### src/hdl/cti_pkg.sv
// constants, register map and field layout of the calendar timer
package cti_pkg;
  localparam int AW = 8;
  localparam int DW = 32;
  localparam int CLK_PERIOD_NS = 5;
  localparam int BUSY_T_NS = 15;
  localparam int CLKB_T_NS = 40;
  localparam int BUSY_CYC = (BUSY_T_NS + CLK_PERIOD_NS - 1) / CLK_PERIOD_NS;
  localparam int CLKB_CYC = (CLKB_T_NS + CLK_PERIOD_NS - 1) / CLK_PERIOD_NS;
  localparam int CNT_W = 4;
  localparam logic [AW-1:0] A_CTRL = 8'h00;
  localparam logic [AW-1:0] A_CALENDAR_VALUE = 8'h04;
  localparam logic [AW-1:0] A_ALM0 = 8'h08;
  localparam logic [AW-1:0] A_ALM_STEP = 8'h04;
  localparam logic [AW-1:0] A_PSEL = 8'h10;
  localparam logic [AW-1:0] A_STAT = 8'h18;
  localparam logic [AW-1:0] A_SCR = 8'h1C;
  localparam logic [AW-1:0] A_IER = 8'h20;
  localparam logic [AW-1:0] A_IDR = 8'h24;
  localparam logic [AW-1:0] A_IMR = 8'h28;
  localparam logic [AW-1:0] A_CLK = 8'h2C;
  localparam logic [AW-1:0] A_DTR = 8'h44;
  localparam int CT_EN = 0;
  localparam int CT_CAL = 1;
  localparam int CT_CA = 2;
  localparam int CT_PSEL_LO = 8;
  localparam int PSEL_W = 5;
  localparam int PS_STEP = 8;
  localparam int CK_EN = 0;
  localparam logic [DW-1:0] CTRL_MASK = 32'h00001F07;
  localparam logic [DW-1:0] PSEL_MASK = 32'h00001F1F;
  localparam logic [DW-1:0] CLK_MASK = 32'h00000001;
  localparam logic [DW-1:0] DTR_MASK = 32'h0000FF3F;
  localparam int NIRQ = 7;
  localparam int IB_OVF = 0;
  localparam int IB_PERIODIC_IRQ_0 = 1;
  localparam int IB_PERIODIC_IRQ_1 = 2;
  localparam int IB_ALM0 = 3;
  localparam int IB_ALM1 = 4;
  localparam int IB_CLKRDY = 5;
  localparam int IB_RDY = 6;
  localparam int SB_BUSY = 8;
  localparam int SB_CLKB = 9;
  localparam int DT_EXP_LO = 0;
  localparam int EXP_W = 5;
  localparam int DT_ADD = 5;
  localparam int DT_VAL_LO = 8;
  localparam int VAL_W = 8;
  localparam int PER_W = 40;
  localparam int TUNE_NUM = 256;
  localparam int SEC_LO = 0;
  localparam int MIN_LO = 6;
  localparam int HOUR_LO = 12;
  localparam int DAY_LO = 17;
  localparam int MON_LO = 22;
  localparam int YEAR_LO = 26;
  localparam int LEAP_W = 2;
  localparam logic [5:0] SEC_MAX = 6'h3B;
  localparam logic [5:0] MIN_MAX = 6'h3B;
  localparam logic [4:0] HOUR_MAX = 5'h17;
  localparam logic [5:0] YEAR_MAX = 6'h3F;
  localparam logic [4:0] DAY_FIRST = 5'h01;
  localparam logic [3:0] MON_FIRST = 4'h1;
  localparam logic [3:0] MON_MAX = 4'hC;
  localparam logic [3:0] MON_FEB = 4'h2;
  localparam logic [3:0] MON_APR = 4'h4;
  localparam logic [3:0] MON_JUN = 4'h6;
  localparam logic [3:0] MON_SEP = 4'h9;
  localparam logic [3:0] MON_NOV = 4'hB;
  localparam logic [4:0] DAYS_28 = 5'h1C;
  localparam logic [4:0] DAYS_29 = 5'h1D;
  localparam logic [4:0] DAYS_30 = 5'h1E;
  localparam logic [4:0] DAYS_31 = 5'h1F;
  localparam logic [1:0] RESP_OK = 2'h0;
  localparam logic [1:0] RESP_ERR = 2'h2;
endpackage

### src/hdl/cti_if.sv
// link between the control slice and the calendar counter
`timescale 1ns/1ps
`default_nettype none
interface cti_if;
  logic        tick;
  logic        cal_mode;
  logic        clr;
  logic        load;
  logic [31:0] ldata;
  logic [31:0] value;
  logic        wrap;
  modport ctl (output tick, cal_mode, clr, load, ldata, input value, wrap);
  modport cnt (input tick, cal_mode, clr, load, ldata, output value, wrap);
endinterface
`default_nettype wire

### src/hdl/cti_cal.sv
// counter and calendar value register
`timescale 1ns/1ps
`default_nettype none
module cti_cal (
  // clock and reset
  input wire logic aclk,
  input wire logic aresetn,
  // counter control and value
  cti_if.cnt       cb
);
  import cti_pkg::*;

  logic [31:0] v_r;
  logic [31:0] v_nxt;
  logic        wrap_r;
  logic        wrap_nxt;
  logic [5:0]  sec;
  logic [5:0]  mn;
  logic [4:0]  hr;
  logic [4:0]  dy;
  logic [3:0]  mo;
  logic [5:0]  yr;
  logic        day_end;

  assign sec = v_r[SEC_LO +: 6];
  assign mn = v_r[MIN_LO +: 6];
  assign hr = v_r[HOUR_LO +: 5];
  assign dy = v_r[DAY_LO +: 5];
  assign mo = v_r[MON_LO +: 4];
  assign yr = v_r[YEAR_LO +: 6];
  assign cb.value = v_r;
  assign cb.wrap = wrap_r;

  // leap when the year offset is a multiple of four
  function automatic logic [4:0] dim(input logic [3:0] m, input logic [5:0] y);
    if (m == MON_FEB)
      dim = (y[LEAP_W-1:0] == 2'h0) ? DAYS_29 : DAYS_28; // RL6
    else if (m == MON_APR || m == MON_JUN || m == MON_SEP || m == MON_NOV)
      dim = DAYS_30;
    else
      dim = DAYS_31;
  endfunction

  always_comb
  begin
    v_nxt = v_r;
    wrap_nxt = 1'b0;
    if (cb.load)
      v_nxt = cb.ldata;
    else if (cb.clr)
      v_nxt = 32'h0;
    else if (cb.tick && !cb.cal_mode)
      {wrap_nxt, v_nxt} = 33'(v_r) + 33'h1;
    else if (cb.tick)
    begin
      // RL1
      v_nxt[SEC_LO +: 6] = (sec == SEC_MAX) ? 6'h0 : sec + 6'h1; // RL3
      if (sec == SEC_MAX)
      begin
        v_nxt[MIN_LO +: 6] = (mn == MIN_MAX) ? 6'h0 : mn + 6'h1;
        if (mn == MIN_MAX)
        begin
          v_nxt[HOUR_LO +: 5] = (hr == HOUR_MAX) ? 5'h0 : hr + 5'h1; // RL3
          if (hr == HOUR_MAX)
          begin
            v_nxt[DAY_LO +: 5] = (dy == dim(mo, yr)) ? DAY_FIRST : dy + 5'h1; // RL19
            if (dy == dim(mo, yr))
            begin
              v_nxt[MON_LO +: 4] = (mo == MON_MAX) ? MON_FIRST : mo + 4'h1; // RL4
              if (mo == MON_MAX)
              begin
                v_nxt[YEAR_LO +: 6] = yr + 6'h1; // RL5
                wrap_nxt = (yr == YEAR_MAX);
              end
            end
          end
        end
      end
    end
  end

  always_ff @(posedge aclk)
  begin
    if (!aresetn)
    begin
      v_r <= 32'h0;
      wrap_r <= 1'b0;
    end
    else
    begin
      v_r <= v_nxt;
      wrap_r <= wrap_nxt;
    end
  end

  assign day_end = cb.tick && cb.cal_mode && !cb.load && !cb.clr
                   && sec == SEC_MAX && mn == MIN_MAX && hr == HOUR_MAX;
endmodule
`default_nettype wire

### src/hdl/cti_top.sv
// calendar timer with interrupts, periodic events and frequency tuner
// Notes on behaviour
// RL1: calendar bit set makes the counter a calendar, read and written as one word.
// RL2: software sets the prescaler to a one-second pulse before calendar mode.
// RL3: time kept as seconds, minutes and hours, hours in 24-hour form.
// RL4: day of month starts at one; month one is January.
// RL5: year is a 6-bit offset from a software-chosen leap year.
// RL6: every year offset divisible by four is treated as leap.
// RL7: events alike in both modes; alarms in calendar layout in calendar mode.
// RL8: five request sources: overflow, periodic, alarm, clock ready, interface ready.
// RL9: overflow event on wrap, and on alarm 0 match when clear-on-alarm is set.
// RL10: clock-ready event when the clock-sync busy flag falls.
// RL11: interface-ready event when the interface busy flag falls.
// RL12: request only while its mask bit is set; enable sets, disable clears.
// RL13: request stays until software writes one to the status clear bit.
// RL14: requests are plain levels, usable as wake sources while clocks run.
// RL15: periodic event on each rising edge of the selected prescaler bit.
// RL16: while busy, tuner writes are dropped and tuner reads give zero.
// RL17: tuner magnitude zero leaves the rate alone; nonzero enables tuning.
// RL18: tuner drops or adds one step every ceil(256/value)*2^exp steps.
// RL19: in calendar mode the day wraps to one and advances the month.
`timescale 1ns/1ps
`default_nettype none
module cti_top #(
  parameter int PSC_W = 32
) (
  // clock and reset
  input  wire logic                   aclk,
  input  wire logic                   aresetn,
  // axi4-lite write channels
  input  wire logic [cti_pkg::AW-1:0] s_axi_awaddr,
  input  wire logic                   s_axi_awvalid,
  output var  logic                   s_axi_awready,
  input  wire logic [cti_pkg::DW-1:0] s_axi_wdata,
  input  wire logic [3:0]             s_axi_wstrb,
  input  wire logic                   s_axi_wvalid,
  output var  logic                   s_axi_wready,
  output var  logic [1:0]             s_axi_bresp,
  output var  logic                   s_axi_bvalid,
  input  wire logic                   s_axi_bready,
  // axi4-lite read channels
  input  wire logic [cti_pkg::AW-1:0] s_axi_araddr,
  input  wire logic                   s_axi_arvalid,
  output var  logic                   s_axi_arready,
  output var  logic [cti_pkg::DW-1:0] s_axi_rdata,
  output var  logic [1:0]             s_axi_rresp,
  output var  logic                   s_axi_rvalid,
  input  wire logic                   s_axi_rready,
  // interrupt requests
  output var  logic                   irq,
  output var  logic                   irq_ovf,
  output var  logic                   irq_per,
  output var  logic                   irq_alarm,
  output var  logic                   irq_clk_ready,
  output var  logic                   irq_ready
);
  import cti_pkg::*;

  generate
    if (PSC_W < (1 << PSEL_W) || PSC_W > 64)
    begin : g_chk
      $error("PSC_W must lie between 32 and 64");
    end
  endgenerate

  // bus slave state
  logic            awready_r;
  logic            wready_r;
  logic            bvalid_r;
  logic [1:0]      bresp_r;
  logic            arready_r;
  logic            rvalid_r;
  logic [DW-1:0]   rdata_r;
  logic [1:0]      rresp_r;
  logic            aw_full_r;
  logic            w_full_r;
  logic [AW-1:0]   waddr_r;
  logic [DW-1:0]   wdata_r;
  logic [3:0]      wstrb_r;
  // block registers
  logic [DW-1:0]   ctrl_r;
  logic [DW-1:0]   psel_r;
  logic [DW-1:0]   clk_r;
  logic [DW-1:0]   dtr_r;
  logic [DW-1:0]   alm_r [2];
  logic [NIRQ-1:0] st_r;
  logic [NIRQ-1:0] imr_r;
  logic [CNT_W-1:0] busy_cnt_r;
  logic [CNT_W-1:0] clkb_cnt_r;
  logic            busy_d_r;
  logic            clkb_d_r;
  logic            tick_d_r;
  logic [PSC_W-1:0] psc_r;
  logic [PER_W-1:0] tc_r;
  logic            irq_r;
  logic [4:0]      irqs_r;

  cti_if cif ();

  cti_cal u_cal (
    .aclk    (aclk),
    .aresetn (aresetn),
    .cb      (cif)
  );

  // write path: address and data may arrive in either order
  wire aw_take = s_axi_awvalid & awready_r;
  wire w_take = s_axi_wvalid & wready_r;
  wire wr_do = aw_full_r & w_full_r & ~bvalid_r;
  wire aw_full_nxt = (aw_full_r | aw_take) & ~wr_do;
  wire w_full_nxt = (w_full_r | w_take) & ~wr_do;
  wire bvalid_nxt = wr_do | (bvalid_r & ~s_axi_bready);
  wire ar_take = s_axi_arvalid & arready_r;
  wire rvalid_nxt = ar_take | (rvalid_r & ~s_axi_rready);

  logic [DW-1:0] wm;
  genvar gb;
  for (gb = 0; gb < 4; gb++)
  begin : g_strb
    assign wm[8*gb +: 8] = {8{wstrb_r[gb]}};
  end
  wire [DW-1:0] wbits = wdata_r & wm;

  function automatic logic [DW-1:0] mrg(input logic [DW-1:0] o);
    mrg = (o & ~wm) | wbits;
  endfunction

  wire busy = (busy_cnt_r != '0);
  wire clock_sync_pending = (clkb_cnt_r != '0);
  wire wr_ctrl = wr_do & (waddr_r == A_CTRL);
  wire wr_calendar_value = wr_do & (waddr_r == A_CALENDAR_VALUE);
  wire wr_psel = wr_do & (waddr_r == A_PSEL);
  wire wr_scr = wr_do & (waddr_r == A_SCR);
  wire wr_ier = wr_do & (waddr_r == A_IER);
  wire wr_idr = wr_do & (waddr_r == A_IDR);
  wire wr_clk = wr_do & (waddr_r == A_CLK);
  wire wr_dtr = wr_do & (waddr_r == A_DTR);
  wire wr_dtr_ok = wr_dtr & ~busy; // RL16
  logic [1:0] wr_alm;
  wire wr_ro = wr_do & (waddr_r == A_STAT || waddr_r == A_IMR);
  wire w_map = wr_ctrl | wr_calendar_value | wr_psel | wr_scr | wr_ier | wr_idr
               | wr_clk | wr_dtr | (|wr_alm) | wr_ro;
  wire wr_sync = wr_ctrl | wr_calendar_value | wr_psel | wr_dtr | (|wr_alm);
  wire [NIRQ-1:0] scr_m = wr_scr ? wbits[NIRQ-1:0] : '0;
  wire [NIRQ-1:0] ier_m = wr_ier ? wbits[NIRQ-1:0] : '0;
  wire [NIRQ-1:0] idr_m = wr_idr ? wbits[NIRQ-1:0] : '0;

  // prescaler with digital tuner
  wire run = ctrl_r[CT_EN] & clk_r[CK_EN];
  wire [VAL_W-1:0] val = dtr_r[DT_VAL_LO +: VAL_W];
  wire [EXP_W-1:0] tn_exp = dtr_r[DT_EXP_LO +: EXP_W];
  wire add = dtr_r[DT_ADD];
  wire [VAL_W-1:0] val_nz = (val == '0) ? VAL_W'(1) : val;
  wire [8:0] tn_base = 9'((TUNE_NUM + 32'(val_nz) - 1) / 32'(val_nz));
  wire [PER_W-1:0] tn_per = PER_W'(tn_base) << tn_exp;
  wire [PER_W-1:0] tc_end = add ? tn_per - PER_W'(2) : tn_per;
  wire at_end = (tc_r == tc_end);
  // RL17 RL18
  wire [1:0] step = !run ? 2'h0 : (val == '0) ? 2'h1 : !at_end ? 2'h1 : add ? 2'h2 : 2'h0;
  wire [PER_W-1:0] tc_nxt = (!run || val == '0 || at_end) ? '0 : tc_r + PER_W'(1);
  wire [PSC_W-1:0] psc_nxt = psc_r + PSC_W'(step);
  wire [PSEL_W-1:0] tsel = ctrl_r[CT_PSEL_LO +: PSEL_W];
  // rising edge only, so a skipped step can never double a tick
  wire tick = ~psc_r[tsel] & psc_nxt[tsel];

  logic [1:0] per_ev;
  logic [1:0] alm_hit;
  genvar gk;
  for (gk = 0; gk < 2; gk++)
  begin : g_ch
    wire [PSEL_W-1:0] ps = psel_r[PS_STEP*gk +: PSEL_W];
    assign per_ev[gk] = ~psc_r[ps] & psc_nxt[ps]; // RL15
    assign wr_alm[gk] = wr_do & (waddr_r == AW'(A_ALM0 + AW'(gk) * A_ALM_STEP));
    // compare after the value has moved; same word in both modes
    assign alm_hit[gk] = tick_d_r & (cif.value == alm_r[gk]); // RL7
    always_ff @(posedge aclk)
    begin
      if (!aresetn)
        alm_r[gk] <= 32'h0;
      else if (wr_alm[gk])
        alm_r[gk] <= mrg(alm_r[gk]);
    end
  end

  assign cif.tick = tick;
  assign cif.cal_mode = ctrl_r[CT_CAL]; // RL1
  assign cif.clr = ctrl_r[CT_CA] & alm_hit[0] & ~wr_calendar_value;
  assign cif.load = wr_calendar_value;
  assign cif.ldata = mrg(cif.value);

  // events into sticky status; a set beats a clear in the same cycle
  logic [NIRQ-1:0] ev;
  assign ev[IB_OVF] = cif.wrap | cif.clr; // RL9
  assign ev[IB_PERIODIC_IRQ_0] = per_ev[0];
  assign ev[IB_PERIODIC_IRQ_1] = per_ev[1];
  assign ev[IB_ALM0] = alm_hit[0];
  assign ev[IB_ALM1] = alm_hit[1];
  assign ev[IB_CLKRDY] = clkb_d_r & ~clock_sync_pending; // RL10
  assign ev[IB_RDY] = busy_d_r & ~busy; // RL11
  wire [NIRQ-1:0] st_nxt = (st_r & ~scr_m) | ev; // RL13
  wire [NIRQ-1:0] imr_nxt = (imr_r | ier_m) & ~idr_m; // RL12
  wire [NIRQ-1:0] pend = st_r & imr_r; // RL12
  wire [4:0] irqs_nxt = {pend[IB_RDY], pend[IB_CLKRDY], pend[IB_ALM0] | pend[IB_ALM1],
                         pend[IB_PERIODIC_IRQ_0] | pend[IB_PERIODIC_IRQ_1], pend[IB_OVF]}; // RL8

  wire [CNT_W-1:0] busy_nxt = wr_sync ? CNT_W'(BUSY_CYC) : busy ? busy_cnt_r - 1'b1 : '0;
  wire [CNT_W-1:0] clkb_nxt = wr_clk ? CNT_W'(CLKB_CYC) : clock_sync_pending ? clkb_cnt_r - 1'b1 : '0;

  // read decode
  wire [AW-1:0] ra = s_axi_araddr;
  wire [DW-1:0] stat_w = DW'(st_r) | (DW'(busy) << SB_BUSY) | (DW'(clock_sync_pending) << SB_CLKB);
  wire [DW-1:0] rd_val = (ra == A_CTRL) ? ctrl_r :
                         (ra == A_CALENDAR_VALUE) ? cif.value :
                         (ra == A_ALM0) ? alm_r[0] :
                         (ra == A_ALM0 + A_ALM_STEP) ? alm_r[1] :
                         (ra == A_PSEL) ? psel_r :
                         (ra == A_STAT) ? stat_w :
                         (ra == A_IMR) ? DW'(imr_r) :
                         (ra == A_CLK) ? clk_r :
                         (ra == A_DTR && !busy) ? dtr_r : 32'h0; // RL16
  wire rd_map = ra == A_CTRL || ra == A_CALENDAR_VALUE || ra == A_ALM0 || ra == A_ALM0 + A_ALM_STEP
                || ra == A_PSEL || ra == A_STAT || ra == A_SCR || ra == A_IER
                || ra == A_IDR || ra == A_IMR || ra == A_CLK || ra == A_DTR;

  always_ff @(posedge aclk)
  begin
    if (!aresetn)
    begin
      awready_r <= 1'b0;
      wready_r <= 1'b0;
      aw_full_r <= 1'b0;
      w_full_r <= 1'b0;
      bvalid_r <= 1'b0;
      bresp_r <= RESP_OK;
      arready_r <= 1'b0;
      rvalid_r <= 1'b0;
      rdata_r <= 32'h0;
      rresp_r <= RESP_OK;
      waddr_r <= '0;
      wdata_r <= 32'h0;
      wstrb_r <= 4'h0;
    end
    else
    begin
      awready_r <= ~aw_full_nxt;
      wready_r <= ~w_full_nxt;
      aw_full_r <= aw_full_nxt;
      w_full_r <= w_full_nxt;
      bvalid_r <= bvalid_nxt;
      arready_r <= ~rvalid_nxt;
      rvalid_r <= rvalid_nxt;
      if (aw_take)
        waddr_r <= s_axi_awaddr;
      if (w_take)
      begin
        wdata_r <= s_axi_wdata;
        wstrb_r <= s_axi_wstrb;
      end
      if (wr_do)
        bresp_r <= w_map ? RESP_OK : RESP_ERR;
      if (ar_take)
      begin
        rdata_r <= rd_val;
        rresp_r <= rd_map ? RESP_OK : RESP_ERR;
      end
    end
  end

  always_ff @(posedge aclk)
  begin
    if (!aresetn)
    begin
      ctrl_r <= 32'h0;
      psel_r <= 32'h0;
      clk_r <= 32'h0;
      dtr_r <= 32'h0;
    end
    else
    begin
      if (wr_ctrl)
        ctrl_r <= mrg(ctrl_r) & CTRL_MASK;
      if (wr_psel)
        psel_r <= mrg(psel_r) & PSEL_MASK;
      if (wr_clk)
        clk_r <= mrg(clk_r) & CLK_MASK;
      if (wr_dtr_ok)
        dtr_r <= mrg(dtr_r) & DTR_MASK; // RL16
    end
  end

  always_ff @(posedge aclk)
  begin
    if (!aresetn)
    begin
      st_r <= '0;
      imr_r <= '0;
      busy_cnt_r <= '0;
      clkb_cnt_r <= '0;
      busy_d_r <= 1'b0;
      clkb_d_r <= 1'b0;
      tick_d_r <= 1'b0;
      psc_r <= '0;
      tc_r <= '0;
      irq_r <= 1'b0;
      irqs_r <= 5'h00;
    end
    else
    begin
      st_r <= st_nxt;
      imr_r <= imr_nxt;
      busy_cnt_r <= busy_nxt;
      clkb_cnt_r <= clkb_nxt;
      busy_d_r <= busy;
      clkb_d_r <= clock_sync_pending;
      tick_d_r <= tick;
      psc_r <= psc_nxt;
      tc_r <= tc_nxt;
      irq_r <= |pend; // RL14
      irqs_r <= irqs_nxt;
    end
  end

  assign s_axi_awready = awready_r;
  assign s_axi_wready = wready_r;
  assign s_axi_bvalid = bvalid_r;
  assign s_axi_bresp = bresp_r;
  assign s_axi_arready = arready_r;
  assign s_axi_rvalid = rvalid_r;
  assign s_axi_rdata = rdata_r;
  assign s_axi_rresp = rresp_r;
  assign irq = irq_r;
  assign irq_ovf = irqs_r[0];
  assign irq_per = irqs_r[1];
  assign irq_alarm = irqs_r[2];
  assign irq_clk_ready = irqs_r[3];
  assign irq_ready = irqs_r[4];
endmodule
`default_nettype wire

### config.mk
export PLATFORM = sky130hd
export DESIGN_NAME = cti_top
export DESIGN_NICKNAME = d
export VERILOG_FILES = /design/src/hdl/cti_pkg.sv /design/src/hdl/cti_if.sv /design/src/hdl/cti_cal.sv /design/src/hdl/cti_top.sv
export SDC_FILE = /design/constraint.sdc
export NUM_CORES = 1
export LEC_CHECK = 0
export ABC_CLOCK_PERIOD_IN_PS = 129199
export BUFFER_PORTS_ARGS = -buffer_cell sky130_fd_sc_hd__buf_2
export CORE_MARGIN = 8
export CORE_UTILIZATION = 45
export CTS_BUF_LIST = sky130_fd_sc_hd__clkbuf_8
export DETAILED_ROUTE_END_ITERATION = 8
export GPL_ROUTABILITY_DRIVEN = 0
export PLACE_DENSITY_LB_ADDON = 0.08
export REMOVE_ABC_BUFFERS = 1
export SYNTH_ARGS = -nofsm -noshare
export SYNTH_HDL_FRONTEND = slang
export SYNTH_SLANG_ARGS = --single-unit
### constraint.sdc
create_clock -name aclk -period 129.2 [get_ports aclk]
set_input_delay 6.46 -clock aclk [delete_from_list [all_inputs] [get_ports aclk]]
set_output_delay 6.46 -clock aclk [all_outputs]
set_load 0.01 [all_outputs]
## After elaboration in Yosys (flattened, before gate mapping)

Memories as Yosys holds them, arrays and structs flattened.
Index checks and enable logic that the tools add are counted.

| word-level totals | value |
|---|---|
| flip-flop bits (word level) | 256 |
| memory bits (writable) | 64 |
| input bits | 59 |
| output and inout bits | 47 |
| memories | 1 |

| operators by class | value |
|---|---|
| add/sub/neg operators | 14 |
| divide/modulo/power cells | 1 |
| order comparisons | 3 |
| equality and inequality tests | 36 |
| shift operators | 1 |
| muxes and demuxes | 76 |
| bitwise logic cells | 90 |
| reductions and logical operators | 45 |

Memories:

| memory | depth | width | read ports | clocked after Yosys merged registers in | wr ports | line | source |
|---|---|---|---|---|---|---|---|
| alm_r | 2 | 32 | 2 | 0 | 2 | cti_top.sv:85 | `logic [DW-1:0] alm_r [2];` |

Operators by type and width:

| operator | count |
|---|---|
| $mux W32 | 10 |
| $and A32 B32 Y32 | 4 |
| $or A32 B32 Y32 | 3 |
| $mux W16 | 5 |
| $eq A32 B32 Y1 | 2 |
| $eq A8 B6 Y1 const B | 8 |
| $mux W5 | 10 |
| $eq A8 B5 Y1 const B | 6 |
| $add A40 B1 Y40 const B | 1 |
| $eq A40 B40 Y1 | 1 |
| $mux W40 | 1 |
| $shl A9 B5 Y40 | 1 |
| $sub A40 B2 Y40 const B | 1 |
| $add A32 B1 Y33 const B | 1 |
| $add A32 B2 Y32 | 1 |
| $and A1 B1 Y1 | 32 |
| $div A32 B8 Y32 | 1 |
| $eq A8 B4 Y1 const B | 4 |
| $not A32 Y32 | 1 |
| $reduce_bool A4 Y1 | 8 |
| $bmux W1 S5 | 6 |
| $and A13 B13 Y13 | 2 |
| $mux W26 | 1 |
| $or A13 B13 Y13 | 2 |
| 46 further kinds | 154 |

## Logic depth before layout (Yosys ltp)

| logic depth | value |
|---|---|
| depth after elaboration | 29 |
| mapped depth | 480 |

## Hierarchy

From an unflattened synthesis, not the netlist that was laid out.

| second synthesis, totals | value |
|---|---|
| cell total of the unflattened synthesis | 5410 |
| area, all modules | 39839.5 µm² |

Modules (own cells, without submodules):

| module | times used | cells each | area each (µm²) |
|---|---|---|---|
| cti_top | 1 | 5027 | 37070.6 |
| cti_cal | 1 | 383 | 2768.9 |

## Least setup slack after synthesis

OpenSTA, ideal clock, no wires.

| timing path | value |
|---|---|
| kind | register -> register |
| start | register (tool-made name) |
| end | register (tool-made name) |
| setup time | 0.128 ns |
| arrival time | 89.714 ns |
| data required time | 129.072 ns |
| slack | 39.358 ns |
| stages on the path, launching flop included | 457 |
| path buffers | 46 |
| clock period less this slack | 89.842 ns |
| path through | dfxtp_1 > inv_1 > a21oi_1 > ha_1 > and3_1 > ha_1 > or4b_1 > nand2_1 > nor3_1 > ha_1 > o211ai_1 > a2111oi_0 > ha_1 > o211a_1 > o211ai_1 > a211o_1 > and2_1 > inv_1 > (+421 left out) > inv_1 > nand4_1 > nor2_1 > nand3_1 > xor2_1 > mux4_2 > mux2i_1 > a311oi_1 > a21oi_1 > nor2b_1 > clkbuf_1 > or2_2 > o221ai_1 > a21oi_1 > clkbuf_1 > o21ai_0 > a22oi_1 > nor2_1 |

==> qor.yml <==
sta:
  max_freq_mhz: 9.55
  setup_viol_count_final: 0
  setup_tns_ns: 0
  hold_viol_final: 0
  period_share_pct: 81.1
  fin_skew_ns: 0.0503
  min_period_ns: 104.74
  slew_violations: 0
  worst_pin_slew_ns: 1.16
  rsz0062_at_grt: "false"
  relSlewSlack_pct: 22.0
detailed_routing:
  drt_iter0_markers: 3994
  drt_first_pass_iters: 9
  vias: 41900
  routed_wl_um: 137000
  drc: 0
  antenna_left: 0
  wire_per_inst_um: 20.8
  viasPerCell: 6.37
worst_setup_path:
  crit_family: "compound AO/OA/AOI/OAI gates"
  cp.depth: 419
  cp-end-kind: "flip-flop"
  required_ns: 129.70
  cp_common_cell: "o21a_1"
  slowest_delay_ns: 0.91
  critical_path_class: "flip-flop to flip-flop"
  worstRegToRegCells: 419
  cpMaxStageDelayCell: "nor2_1"
  critPathBufInv: 21
  crit_fanout: 42
  critPathArrivalTime_ns: 105.23
  critPathLaunchType: "flip-flop"
clock_tree:
  cts_resized: 0
  cts_tree: "done"
  clock_latency_ns: 0.68
  cts.htree.levels: 2
  clock_sinks: 318
  cts_setup_buffers: 0
  cts_buffers: 55
  cts.clk_slew.worst_paths_ns: 0.06
  cts-root-buf: "clkbuf_8"
  cts_hold_buffers: 0
  clock_path_buffers: 3
logic_synthesis:
  synthesis.area_um2: 40100
  synth_common_cells: "559 x nand2_1, 548 x nor2_1, 418 x a21oi_1"
  synthCells: 5401
  syn_area_per_cell_um2: 7.43
  ys_top_cells_by_area: "dfxtp_1 13%, ha_1 7.7%, nand2_1 5.2%"
  synth_ff_type: "dfxtp_1"
  post-synth-top-area-cell: "dfxtp_1"
  yosysSeqAreaShare_pct: 17.5
  synthArstFlopShare_pct: 0
  synth_top_area_share_pct: 12.7
  ys_warn_count: 0
  synth_cell_type_count: 133
  synth_most_common_cell: "nand2_1"
  synth_edf_count: 64
  synth_seq_cells: 318
die:
  rows: 109
  dieArea_um2: 99000
  chipWidth_um: 315
  coreArea_um2: 88400
  dieHeight_um: 315
  ioPinCount: 106
  initial_core_util_pct: 45.4
cells_and_area:
  drive_above_1_share_pct: 9.80
  fillerInstances: 8968
  area_growth_pct: 6.28
  nets: 5671
  antennaDiodeCount: 0
  multi_input_comb_area_um2: 31700
  seq_area_um2: 7010
worst_hold_path:
  hold_start: "clkb_cnt_r[0]$_SDFF_PP0_"
  min_path_type: "flip-flop to flip-flop"
  holdPathStages: 1
place:
  hpwlAfterDp_um: 104000
  io_buffers: 103
grt:
  overflow: 0
  grt_max_degree: 97
  first_global_vias: 38800
  antenna_found_initial: 0
  grtUsageTotal_pct: 26.2
  grt_pass1_wl_um: 217000
flow_run:
  max-cap-violations: 0
outcome:
  status: "finished, final reports clean"
## worst register-to-register path: cells and delay by family (launching register included)
family / cells / cell delay (ns)
adder cells (fa/ha/maj): 34 / 10.38
AO/OA/AOI/OAI: 211 / 51.50
flip-flops: 1 / 0.43
XOR/XNOR: 2 / 0.37
buffers and inverters: 21 / 2.78
multiplexers: 9 / 2.97
AND/OR/NAND/NOR: 142 / 36.02
## cell type report
| cell class | instances | area share [%] |
|---|---|---|
| multi-input combinational | 4731 | 74.4 |
| sequential | 318 | 16.4 |
| tap | 1165 | 3.42 |
| timing repair buffer | 156 | 2.14 |
| clock buffer | 65 | 2.10 |
| inverter | 103 | 0.918 |
| clock inverter | 36 | 0.602 |
## final timing paths
path                               to  slack [ns]
min          clkb_cnt_r[0]$_SDFF_PP0_        0.43
max reg2reg                 flip-flop       24.46
max                         flip-flop       24.46
min reg2reg  clkb_cnt_r[0]$_SDFF_PP0_        0.43
## cell usage in the layout, fill, tap and decap left out, drive strengths merged, types with 40 or more instances in the layout
cell	Yosys	routed
o21a	149	149
o21ai	265	265
a21oi	422	422
nand2	559	559
nand3	164	164
nor4	59	59
nand2b	131	131
inv	99	122
nor3	248	248
o211ai	53	53
mux2	67	67
o31ai	76	76
or2	60	60
mux2i	89	89
and3	87	87
nand4	86	86
clkbuf	198	65
and2	78	78
nor2b	47	47
edfxtp	64	64
buf	73	156
dfxtp	254	254
or3	65	65
ha	246	246
a31oi	57	57
xor2	135	135
nor2	549	549
a211oi	101	101
xnor2	201	201
a22oi	40	40
a21o	67	67
## per-stage QoR
step                      std cells  setup WS, ns  hold WS, ns  utilization (%)  cell area (um2)
after floorplan                5152         35.96        0.408                -            39100
after global placement         6473         29.39        0.423             46.9            41500
after detailed placement       6473         26.56        0.426             46.9            41500
after CTS                      6574         26.09        0.434             48.2            42600
after global routing           6574         15.49        0.465             48.2            42600
final                          6574         24.46        0.433             48.2            42600
## per-layer routing
layer	track usage [%]	share of wire, %	vias up
met5	0	0	-
met4	7.10	2.7	0
met3	2.68	6.2	212
met2	42.0	45	1482
met1	37.2	47	19800
li1	-	-	20300
## cells by family after synthesis
kind of cell,synth area share (%)
and+or+nand+nor,28.8
AOI/OAI and AO/OA,28.9
buffers and inverters,3.83
xor gates and xnor gates,7.41
DFF,17.5
adders and majority gates,7.72
muxes,5.94
other,0.00935
Power is not shown: default switching activity piles up to over one toggle a cycle in this logic, so the estimate is an artifact.
